File: src/common/irq_flag_pkg.sv
// constants for the peripheral interrupt flag, enable and wake-up block
package irq_flag_pkg;
   // register indices; byte address is four times the index
   localparam logic [7:0] IDX_FLAGS     = 8'h95;
   localparam logic [7:0] IDX_P1_WAKE   = 8'h96;
   localparam logic [7:0] IDX_P3P2_WAKE = 8'hA1;
   localparam logic [7:0] IDX_EN_PRI    = 8'hA8;
   localparam logic [7:0] IDX_EN_SEC    = 8'hA9;

   // reset values
   localparam logic [7:0] RST_FLAGS     = 8'h00;
   localparam logic [7:0] RST_WAKE      = 8'h00;
   localparam logic [7:0] RST_EN        = 8'h00;

   // flag register bit positions, bit 6 is reserved and reads zero
   localparam int FLG_LOW_BATTERY = 7;
   localparam int FLG_TOUCH       = 5;
   localparam int FLG_ADC         = 4;
   localparam int FLG_PWM         = 3;
   localparam int FLG_EXT2        = 2;
   localparam int FLG_PIN_CHANGE  = 1;
   localparam int FLG_RTC         = 0;
   localparam logic [7:0] FLAGS_IMPL = 8'hBF;

   // software clear patterns, one flag written as zero
   localparam logic [7:0] CLR_LOW_BATTERY = 8'h7F;
   localparam logic [7:0] CLR_TOUCH       = 8'hDF;
   localparam logic [7:0] CLR_ADC         = 8'hEF;
   localparam logic [7:0] CLR_PWM         = 8'hF7;
   localparam logic [7:0] CLR_EXT2        = 8'hFB;
   localparam logic [7:0] CLR_PIN_CHANGE  = 8'hFD;
   localparam logic [7:0] CLR_RTC         = 8'hFE;

   // primary enable bits
   localparam int EN_GLOBAL = 7;
   localparam int EN_TIMER2 = 5;
   localparam int EN_SERIAL = 4;
   localparam int EN_TIMER1 = 3;
   localparam int EN_EXT1   = 2;
   localparam int EN_TIMER0 = 1;
   localparam int EN_EXT0   = 0;
   localparam logic [7:0] EN_PRI_IMPL = 8'hBF;

   // secondary enable bits
   localparam int EN_I2C       = 7;
   localparam int EN_PWM       = 6;
   localparam int EN_LOWBAT    = 5;
   localparam int EN_SPI       = 4;
   localparam int EN_ADC_TOUCH = 3;
   localparam int EN_EXT2      = 2;
   localparam int EN_PIN_CHG   = 1;
   localparam int EN_RTC       = 0;

   // request output positions
   localparam int REQ_EXT0       = 0;
   localparam int REQ_TIMER0     = 1;
   localparam int REQ_EXT1       = 2;
   localparam int REQ_TIMER1     = 3;
   localparam int REQ_SERIAL     = 4;
   localparam int REQ_TIMER2     = 5;
   localparam int REQ_RTC        = 6;
   localparam int REQ_PIN_CHANGE = 7;
   localparam int REQ_EXT2       = 8;
   localparam int REQ_ADC_TOUCH  = 9;
   localparam int REQ_SPI        = 10;
   localparam int REQ_LOWBAT     = 11;
   localparam int REQ_PWM        = 12;
   localparam int REQ_I2C        = 13;
   localparam int NUM_REQ        = 14;

   // vector clear positions
   localparam int VC_LOWBAT     = 0;
   localparam int VC_PWM        = 1;
   localparam int VC_EXT2       = 2;
   localparam int VC_PIN_CHANGE = 3;
   localparam int VC_RTC        = 4;
   localparam int NUM_VC        = 5;

   // cycles before pin edge detection is trusted after reset
   localparam logic [1:0] SETTLE_CYCLES = 2'h3;
endpackage : irq_flag_pkg

File: src/core/irq_flag_enable_wakeup.sv
// peripheral interrupt flags, enables and pin wake-up with wishbone slave
`timescale 1ns/100ps
module irq_flag_enable_wakeup (
   input  wire logic        i_clk,
   input  wire logic        i_rst,
   // wishbone classic slave
   input  wire logic        i_wb_cyc,
   input  wire logic        i_wb_stb,
   input  wire logic        i_wb_we,
   input  wire logic [9:0]  i_wb_adr,
   input  wire logic [3:0]  i_wb_sel,
   input  wire logic [31:0] i_wb_dat,
   output logic      [31:0] o_wb_dat,
   output logic             o_wb_ack,
   // asynchronous pins
   input  wire logic        i_low_battery_compare_out,
   input  wire logic        i_ext2_pin,
   input  wire logic [7:0]  i_port1,
   input  wire logic [7:0]  i_port2,
   input  wire logic [7:0]  i_port3,
   // same-clock event pulses
   input  wire logic        i_touch_done,
   input  wire logic        i_adc_done,
   input  wire logic        i_pwm5_period_full,
   input  wire logic        i_rtc_interval_reached,
   // same-clock request levels of sources flagged elsewhere
   input  wire logic        i_ext0_req,
   input  wire logic        i_timer0_req,
   input  wire logic        i_ext1_req,
   input  wire logic        i_timer1_req,
   input  wire logic        i_serial_req,
   input  wire logic        i_timer2_req,
   input  wire logic        i_spi_req,
   input  wire logic        i_i2c_master_req,
   // vector entry, one-hot pulse per vector-cleared source
   input  wire logic [4:0]  i_vector_clear,
   // to the core
   output logic      [13:0] o_irq_req,
   output logic             o_wake_stop,
   output logic             o_wake_halt
);

   // registers
   logic [7:0]  peripheral_irq_flags;
   logic [7:0]  port1_wake_enable;
   logic [7:0]  port3_port2_wake_enable;
   logic [7:0]  irq_enable_primary;
   logic [7:0]  irq_enable_secondary;

   // synchronisers and edge history
   logic        lb_meta;
   logic        lb_sync;
   logic        lb_prev;
   logic        ext2_meta;
   logic        ext2_sync;
   logic        ext2_prev;
   logic [15:0] pin_meta;
   logic [15:0] pin_sync;
   logic [15:0] pin_prev;
   logic [1:0]  settle;
   logic        settled;

   logic [15:0] pin_raw;
   logic [15:0] pin_wake_mask;
   logic [7:0]  flag_set;
   logic [7:0]  flag_keep;
   logic [7:0]  wr_index;
   logic        wr_strobe;
   logic        rd_strobe;
   logic [7:0]  next_rd_data;
   logic [13:0] next_irq_req;
   logic        next_wake_stop;
   logic        next_wake_halt;

   // map a vector-clear bit onto the matching flag position
   function automatic logic [7:0] vector_to_flags(input logic [4:0] vc);
      logic [7:0] m;
      m = 8'h00;
      m[irq_flag_pkg::FLG_LOW_BATTERY] = vc[irq_flag_pkg::VC_LOWBAT];
      m[irq_flag_pkg::FLG_PWM]         = vc[irq_flag_pkg::VC_PWM];
      m[irq_flag_pkg::FLG_EXT2]        = vc[irq_flag_pkg::VC_EXT2];
      m[irq_flag_pkg::FLG_PIN_CHANGE]  = vc[irq_flag_pkg::VC_PIN_CHANGE];
      m[irq_flag_pkg::FLG_RTC]         = vc[irq_flag_pkg::VC_RTC];
      return m;
   endfunction : vector_to_flags

   // register select for one index, shared by every writable register
   function automatic logic reg_hit(input logic       strobe,
                                    input logic [7:0] idx,
                                    input logic [7:0] target);
      return strobe && (idx == target);
   endfunction : reg_hit

   // pins in wake-enable order: second register above port 1
   // port 2 bits outside 5:4 are never watched
   assign pin_raw = {i_port3[7:4], i_port2[5:4], i_port3[1:0], i_port1};
   assign pin_wake_mask = {port3_port2_wake_enable, port1_wake_enable};

   // low-battery comparator synchroniser; only the second stage is read
   // the comparator is slow and both of its edges matter
   always_ff @(posedge i_clk or posedge i_rst) begin
      if (i_rst) begin
         lb_meta <= 1'b0;
         lb_sync <= 1'b0;
      end else begin
         lb_meta <= i_low_battery_compare_out;
         lb_sync <= lb_meta;
      end
   end

   // ext2 pin synchroniser, reset to the idle-high pin level
   always_ff @(posedge i_clk or posedge i_rst) begin
      if (i_rst) begin
         ext2_meta <= 1'b1;
         ext2_sync <= 1'b1;
      end else begin
         ext2_meta <= i_ext2_pin;
         ext2_sync <= ext2_meta;
      end
   end

   // port pin synchronisers, one chain per bit
   // pins moving together may still be seen a cycle apart
   always_ff @(posedge i_clk or posedge i_rst) begin
      if (i_rst) begin
         pin_meta <= 16'h0000;
         pin_sync <= 16'h0000;
      end else begin
         pin_meta <= pin_raw;
         pin_sync <= pin_meta;
      end
   end

   // edge history, one cycle behind the synchronised levels
   always_ff @(posedge i_clk or posedge i_rst) begin
      if (i_rst) begin
         lb_prev   <= 1'b0;
         ext2_prev <= 1'b1;
         pin_prev  <= 16'h0000;
      end else begin
         lb_prev   <= lb_sync;
         ext2_prev <= ext2_sync;
         pin_prev  <= pin_sync;
      end
   end

   // settle counter; stops when full, so it never wraps and
   // reopens the blind window in mid-run
   always_ff @(posedge i_clk or posedge i_rst) begin
      if (i_rst) begin
         settle <= 2'h0;
      end else if (!settled) begin
         settle <= settle + 2'h1;
      end
   end

   // reset levels are guesses, so no edge is believed before settling
   // costs three cycles of blindness after reset
   assign settled = (settle == irq_flag_pkg::SETTLE_CYCLES);

   // hardware set terms
   always_comb begin
      flag_set = 8'h00;
      flag_set[irq_flag_pkg::FLG_LOW_BATTERY] = settled & (lb_sync ^ lb_prev);
      flag_set[irq_flag_pkg::FLG_TOUCH]       = i_touch_done;
      flag_set[irq_flag_pkg::FLG_ADC]         = i_adc_done;
      flag_set[irq_flag_pkg::FLG_PWM]         = i_pwm5_period_full;
      // falling edge, independent of the ext2 enable
      flag_set[irq_flag_pkg::FLG_EXT2]        = settled & ext2_prev & ~ext2_sync;
      // any enabled pin that changed; pin-change enable plays no part
      flag_set[irq_flag_pkg::FLG_PIN_CHANGE]  =
         settled & (|((pin_sync ^ pin_prev) & pin_wake_mask));
      flag_set[irq_flag_pkg::FLG_RTC]         = i_rtc_interval_reached;
   end

   // bus decode: byte lane 0 carries the eight register bits
   // no wait states: every request is answered on the next edge
   // writes with lane 0 off are acked but store nothing
   assign wr_index  = i_wb_adr[9:2];
   assign wr_strobe = i_wb_cyc & i_wb_stb & i_wb_we & i_wb_sel[0] & ~o_wb_ack;
   assign rd_strobe = i_wb_cyc & i_wb_stb & ~o_wb_ack;

   // flags surviving this cycle's clears
   always_comb begin
      flag_keep = ~vector_to_flags(i_vector_clear);
      if (reg_hit(wr_strobe, wr_index, irq_flag_pkg::IDX_FLAGS)) begin
         // zero bits clear, one bits leave the flag alone
         flag_keep = flag_keep & i_wb_dat[7:0];
      end
   end

   // flag register; a set in the clearing cycle wins
   // an event on the edge of a software or vector clear is kept,
   // at the cost of a second entry for that source
   always_ff @(posedge i_clk or posedge i_rst) begin
      if (i_rst) begin
         peripheral_irq_flags <= irq_flag_pkg::RST_FLAGS;
      end else begin
         peripheral_irq_flags <= ((peripheral_irq_flags & flag_keep) | flag_set)
                                 & irq_flag_pkg::FLAGS_IMPL;
      end
   end

   // port 1 wake enables, one bit per pin
   always_ff @(posedge i_clk or posedge i_rst) begin
      if (i_rst) begin
         port1_wake_enable <= irq_flag_pkg::RST_WAKE;
      end else if (reg_hit(wr_strobe, wr_index, irq_flag_pkg::IDX_P1_WAKE)) begin
         port1_wake_enable <= i_wb_dat[7:0];
      end
   end

   // port 3 / port 2 wake enables; bit order follows the pin map,
   // not the port numbering, so it is no port image
   always_ff @(posedge i_clk or posedge i_rst) begin
      if (i_rst) begin
         port3_port2_wake_enable <= irq_flag_pkg::RST_WAKE;
      end else if (reg_hit(wr_strobe, wr_index, irq_flag_pkg::IDX_P3P2_WAKE)) begin
         port3_port2_wake_enable <= i_wb_dat[7:0];
      end
   end

   // primary enables; bit 6 is unimplemented and stores zero
   always_ff @(posedge i_clk or posedge i_rst) begin
      if (i_rst) begin
         irq_enable_primary <= irq_flag_pkg::RST_EN;
      end else if (reg_hit(wr_strobe, wr_index, irq_flag_pkg::IDX_EN_PRI)) begin
         irq_enable_primary <= i_wb_dat[7:0] & irq_flag_pkg::EN_PRI_IMPL;
      end
   end

   // secondary enables, all eight bits implemented
   // a write reaches the requests one cycle later
   always_ff @(posedge i_clk or posedge i_rst) begin
      if (i_rst) begin
         irq_enable_secondary <= irq_flag_pkg::RST_EN;
      end else if (reg_hit(wr_strobe, wr_index, irq_flag_pkg::IDX_EN_SEC)) begin
         irq_enable_secondary <= i_wb_dat[7:0];
      end
   end

   // read mux; unmapped indices answer zero
   always_comb begin
      unique case (wr_index)
         irq_flag_pkg::IDX_FLAGS:     next_rd_data = peripheral_irq_flags;
         irq_flag_pkg::IDX_P1_WAKE:   next_rd_data = port1_wake_enable;
         irq_flag_pkg::IDX_P3P2_WAKE: next_rd_data = port3_port2_wake_enable;
         irq_flag_pkg::IDX_EN_PRI:    next_rd_data = irq_enable_primary;
         irq_flag_pkg::IDX_EN_SEC:    next_rd_data = irq_enable_secondary;
         default:                     next_rd_data = 8'h00;
      endcase
   end

   // one-cycle ack, dropped the cycle after; every address is answered
   // so a stray access never hangs the bus
   always_ff @(posedge i_clk or posedge i_rst) begin
      if (i_rst) begin
         o_wb_ack <= 1'b0;
      end else begin
         o_wb_ack <= rd_strobe;
      end
   end

   // read data, held until the next request
   always_ff @(posedge i_clk or posedge i_rst) begin
      if (i_rst) begin
         o_wb_dat <= 32'h0000_0000;
      end else if (rd_strobe) begin
         o_wb_dat <= {24'h00_0000, next_rd_data};
      end
   end

   // request gating, global enable over per-source enable
   // sources flagged elsewhere pass as levels; their owners clear them
   // registered, so a request trails its flag by one cycle
   always_comb begin
      next_irq_req = 14'h0000;
      next_irq_req[irq_flag_pkg::REQ_EXT0]   =
         i_ext0_req & irq_enable_primary[irq_flag_pkg::EN_EXT0];
      next_irq_req[irq_flag_pkg::REQ_TIMER0] =
         i_timer0_req & irq_enable_primary[irq_flag_pkg::EN_TIMER0];
      next_irq_req[irq_flag_pkg::REQ_EXT1]   =
         i_ext1_req & irq_enable_primary[irq_flag_pkg::EN_EXT1];
      next_irq_req[irq_flag_pkg::REQ_TIMER1] =
         i_timer1_req & irq_enable_primary[irq_flag_pkg::EN_TIMER1];
      next_irq_req[irq_flag_pkg::REQ_SERIAL] =
         i_serial_req & irq_enable_primary[irq_flag_pkg::EN_SERIAL];
      next_irq_req[irq_flag_pkg::REQ_TIMER2] =
         i_timer2_req & irq_enable_primary[irq_flag_pkg::EN_TIMER2];
      next_irq_req[irq_flag_pkg::REQ_RTC]    =
         peripheral_irq_flags[irq_flag_pkg::FLG_RTC]
         & irq_enable_secondary[irq_flag_pkg::EN_RTC];
      next_irq_req[irq_flag_pkg::REQ_PIN_CHANGE] =
         peripheral_irq_flags[irq_flag_pkg::FLG_PIN_CHANGE]
         & irq_enable_secondary[irq_flag_pkg::EN_PIN_CHG];
      next_irq_req[irq_flag_pkg::REQ_EXT2]   =
         peripheral_irq_flags[irq_flag_pkg::FLG_EXT2]
         & irq_enable_secondary[irq_flag_pkg::EN_EXT2];
      // one shared request for both converters
      next_irq_req[irq_flag_pkg::REQ_ADC_TOUCH] =
         (peripheral_irq_flags[irq_flag_pkg::FLG_ADC]
          | peripheral_irq_flags[irq_flag_pkg::FLG_TOUCH])
         & irq_enable_secondary[irq_flag_pkg::EN_ADC_TOUCH];
      next_irq_req[irq_flag_pkg::REQ_SPI]    =
         i_spi_req & irq_enable_secondary[irq_flag_pkg::EN_SPI];
      next_irq_req[irq_flag_pkg::REQ_LOWBAT] =
         peripheral_irq_flags[irq_flag_pkg::FLG_LOW_BATTERY]
         & irq_enable_secondary[irq_flag_pkg::EN_LOWBAT];
      next_irq_req[irq_flag_pkg::REQ_PWM]    =
         peripheral_irq_flags[irq_flag_pkg::FLG_PWM]
         & irq_enable_secondary[irq_flag_pkg::EN_PWM];
      next_irq_req[irq_flag_pkg::REQ_I2C]    =
         i_i2c_master_req & irq_enable_secondary[irq_flag_pkg::EN_I2C];
      if (!irq_enable_primary[irq_flag_pkg::EN_GLOBAL]) begin
         next_irq_req = 14'h0000;
      end
   end

   // wake terms ignore the global enable so a sleeping core can be woken
   // pin-change wake has no enable beyond the per-pin ones
   always_comb begin
      next_wake_stop =
         (i_ext0_req & irq_enable_primary[irq_flag_pkg::EN_EXT0])
         | (i_ext1_req & irq_enable_primary[irq_flag_pkg::EN_EXT1])
         | (peripheral_irq_flags[irq_flag_pkg::FLG_EXT2]
            & irq_enable_secondary[irq_flag_pkg::EN_EXT2])
         | peripheral_irq_flags[irq_flag_pkg::FLG_PIN_CHANGE];
      next_wake_halt = next_wake_stop
         | (peripheral_irq_flags[irq_flag_pkg::FLG_PWM]
            & irq_enable_secondary[irq_flag_pkg::EN_PWM])
         | (peripheral_irq_flags[irq_flag_pkg::FLG_RTC]
            & irq_enable_secondary[irq_flag_pkg::EN_RTC]);
   end

   // registered requests; a request falls the cycle after its flag clears
   always_ff @(posedge i_clk or posedge i_rst) begin
      if (i_rst) begin
         o_irq_req <= 14'h0000;
      end else begin
         o_irq_req <= next_irq_req;
      end
   end

   // registered wake levels, glitch-free towards a sleeping core
   always_ff @(posedge i_clk or posedge i_rst) begin
      if (i_rst) begin
         o_wake_stop <= 1'b0;
         o_wake_halt <= 1'b0;
      end else begin
         o_wake_stop <= next_wake_stop;
         o_wake_halt <= next_wake_halt;
      end
   end

endmodule : irq_flag_enable_wakeup

File: config.mk
export PLATFORM = sky130hd
export DESIGN_NAME = irq_flag_enable_wakeup
export DESIGN_NICKNAME = d
export VERILOG_FILES = /design/src/common/irq_flag_pkg.sv /design/src/core/irq_flag_enable_wakeup.sv
export SDC_FILE = /design/constraint.sdc
export NUM_CORES = 1
export LEC_CHECK = 0
export BUFFER_PORTS_ARGS = -buffer_cell sky130_fd_sc_hd__buf_2
export CAP_MARGIN = 25
export CORE_UTILIZATION = 40
export CTS_BUF_LIST = sky130_fd_sc_hd__clkbuf_4 sky130_fd_sc_hd__clkbuf_8
export CTS_CLUSTER_SIZE = 14
export DETAILED_ROUTE_END_ITERATION = 16
export GPL_ROUTABILITY_DRIVEN = 1
export PLACE_DENSITY = 0.73
export SETUP_SLACK_MARGIN = 0.05
export SLEW_MARGIN = 20
export SYNTH_ARGS = -nofsm -noshare
export SYNTH_HDL_FRONTEND = slang
export SYNTH_SLANG_ARGS = --single-unit
File: constraint.sdc
create_clock -name i_clk -period 7.9 [get_ports i_clk]
set_clock_uncertainty 0.1 [all_clocks]
set_input_delay 0.395 -clock i_clk [delete_from_list [all_inputs] [get_ports i_clk]]
set_output_delay 0.395 -clock i_clk [all_outputs]
set_load 0.02 [all_outputs]
==> results_dict.tcl <==
set metrics [dict create \
    status "finished, final reports clean" \
    synth_area_leaders "dfrtp_1, mux2_2, buf_4" \
    r2r_end "port3_port2_wake_enable[1]" \
    dieArea_um2 11900 \
    placementRows 38 \
    place.gp.congestion 0.881 \
    drc 0 \
    reg2reg_from "o_wb_ack" \
    yosysMostFrequentCell "dfrtp_1" \
    post_synth.cell_area_avg_um2 13.8 \
    post-place-cells 544 \
    critPathCaptureType "flip-flop" \
    ir_worst_vdd_mv 0.108 \
    synthArstFlopShare_pct 100 \
    ys.flop_type "dfrtp_1" \
    startpoint_type "flip-flop" \
    overflow 0 \
    ant_nets 0 \
    yosysWarnings 0 \
    place_hpwl_mm 6.67 \
    cts_tree "built" \
    ys_top_cells_by_count "dfrtp_1, buf_4, mux2_2" \
    hold_violations 0 \
    grt_pass1_wl_mm 15.0 \
    p_per_area_nw_per_um2 234 \
    rsz0062_at_grt "false" \
    nets 537 \
    antenna_found_initial 1 \
    num_vias 2879 \
    period_minus_slack_ps 2570 \
    yosysUniqueCellTypes 40 \
    clock-root-buffer "clkbuf_8" \
    drt_first_iter_violations 157 \
    reg2reg_slack_ps 5330 \
    pwr-share-seq_pct 49.0 \
    track_usage_pct 17.5 \
    tightest_slew_ps 773 \
    synthCells 332 \
    drive_gt1_share_pct 34.3 \
    path_class "flip-flop to flip-flop" \
    coreArea_um2 11000 \
    p_sw_share_pct 23.6 \
    final_cells 596 \
    ctsResizeCount 0 \
    synth_seq_cells 119 \
    timing.setup.tns_ps 0 \
    areaGrowthSynthToFinish_pct 23.3 \
    grt_max_degree 67 \
    worst-path-max-fanout 18 \
    crit_start "o_wb_ack" \
    clockBufferDepth 2 \
    min_from "i_adc_done" \
    setup_viol 0 \
    grt_busiest_layer "met2" \
    fin_crit_sh_pct 32.5 \
    clkSlewWorstSetupHoldPaths_ps 70 \
    io_pins 143 \
    grt.met3_usage_pct 4.96 \
    arrival_ps 2770 \
    p_clk_share_pct 43.8 \
    first_pass_iters 5 \
    die_w_um 109 \
    chipHeight_um 109 \
    clock.fmax_mhz 389 \
    grt_pass1_vias 2962 \
    numClockSinks 119 \
    met2_usage_pct 28.7 \
    drv_slew 0 \
    syn_area_um2 4580 \
    clk_latency_ps 420 \
    crit_path_end "port3_port2_wake_enable[1]" \
    power.internal_mw 1.01 \
    start_util_pct 41.7 \
    relSlewSlack_pct 48.5 \
    synth_top_area_share_pct 63.4 \
    maxCapViolCount 0 \
    hp-class "input port to flip-flop" \
    cp.required_ps 8100 \
    cts_made_buffers 17 \
    wl_mm 9.38 \
    comb_power_share_pct 7.1 \
    wl_per_cell_um 15.7 \
    seq_area_frac_synth_pct 65.1 \
    hold_ws_ps 67.6 \
    grt.met1_usage_pct 22.3 \
    p_switching_mw 0.312 \
    cts_htree_levels 4 \
    leakagePower_nw 2.83 \
    synth_edf_count 0 \
    total_power_mw 1.32 \
    port-buffer-count 81 \
    reg2reg_depth 4 \
    vias_per_cell 4.83 \
    synth_top_area_cell "dfrtp_1" \
]
[worst max-delay path: stages (launching register included)]
cell and delay [ps]:
dfrtp_1 380, and3b_1 600, nand3_4 190, or4_1 790
mux2_4 390
[cells in the final DEF (no fill, tap or decap), types with 2 or more instances in the layout]
cell / count
dfrtp_1: 116
buf_2: 81
mux2_2: 24
conb_1: 24
clkbuf_8: 20
dlygate4sd3_1: 19
xor2_1: 17
and3_1: 14
nor2_1: 13
a22oi_1: 13
a21oi_1: 13
o21ai_0: 11
nand2_1: 9
mux2_4: 8
nor2b_1: 7
mux2i_1: 7
inv_1: 6
nand2b_1: 5
nand4_1: 5
o22ai_1: 4
clkinvlp_4: 4
nor3_1: 3
a221oi_1: 3
bufinv_16: 3
dfstp_2: 3
a31oi_1: 2
clkinv_4: 2
clkinv_2: 2
[worst min-delay path by stage]
stage / endpoint / slack [ps] / depth (start not counted)
after floorplan: lb_sync / 230 / 0
after global placement: pin_sync[7] / 230 / 0
after detailed placement: lb_sync / 230 / 0
after CTS: peripheral_irq_flags[4] / 50 / 2
after global routing: peripheral_irq_flags[3] / 50 / 2
final: peripheral_irq_flags[4] / 70 / 2
[routing by layer]
layer / vias to the layer above / part of all wire, %
met2: 108 / 51
met5: - / 0
met3: 9 / 5.6
li1: 1331 / -
met1: 1431 / 43
met4: 0 / 0.74
[registers in the layout, summed over array words and instances (netlist names)]
name / cells
pin_meta: 16
pin_prev: 16
port3_port2_wake_enable: 8
pin_sync: 16
irq_enable_secondary: 8
o_wb_ack: 1
o_wake_halt: 1
o_wake_stop: 1
irq_enable_primary: 7
o_irq_req: 14
lb_prev: 1
port1_wake_enable: 8
ext2_prev: 1
o_wb_dat: 8
lb_sync: 1
ext2_meta: 1
peripheral_irq_flags: 7
lb_meta: 1
settle: 2
ext2_sync: 1
[area by class of cell]
type	count	area [um^2]
inverters	7	28.8
clock inverters	11	148
repair buffers	101	603
clock buffers	21	283
well taps	140	175
multi-input cells	196	1430
fillers	953	5330
flip-flops and latches	119	2980
diodes	1	2.50
[metrics by stage]
| step | area, um^2 | utilization [%] | setup WS, ps |
|---|---|---|---|
| floorplan | 4670 | - | 4250 |
| global placement | 5030 | 45.8 | 5320 |
| detailed placement | 5030 | 45.8 | 5280 |
| CTS | 5650 | 51.4 | 5310 |
| global route | 5650 | 51.4 | 5190 |
| finish | 5650 | 51.4 | 5330 |
[power by group through the flow]
stage	Clock, mW	Sequential [mW]	Combinational, mW
after floorplan	0	0.666	0.0534
after global placement	0	0.659	0.0863
after detailed placement	0	0.660	0.0882
after CTS	0.591	0.649	0.0957
after global routing	0.624	0.651	0.105
final	0.580	0.649	0.0943
[cells by family (layout without fill, tap and decap cells)]
logic type	count (synthesis)	count (layout)	synth area share, %
AOI/OAI and AO/OA	48	48	6.53
xor gates and xnor gates	18	18	3.44
adders and majority gates	1	1	0.273
buffers and inverters	40	140	5.63
DFF	119	119	65.1
muxes	39	39	10.1
other	1	25	0.0819
and+or+nand+nor	66	66	8.90
[what timing repair did]
action,in CTS,in global routing
buffers inserted,0,0
hold buffers,19,0
endpoints found under the hold margin,55,0
(Power assumes the default switching activity.)
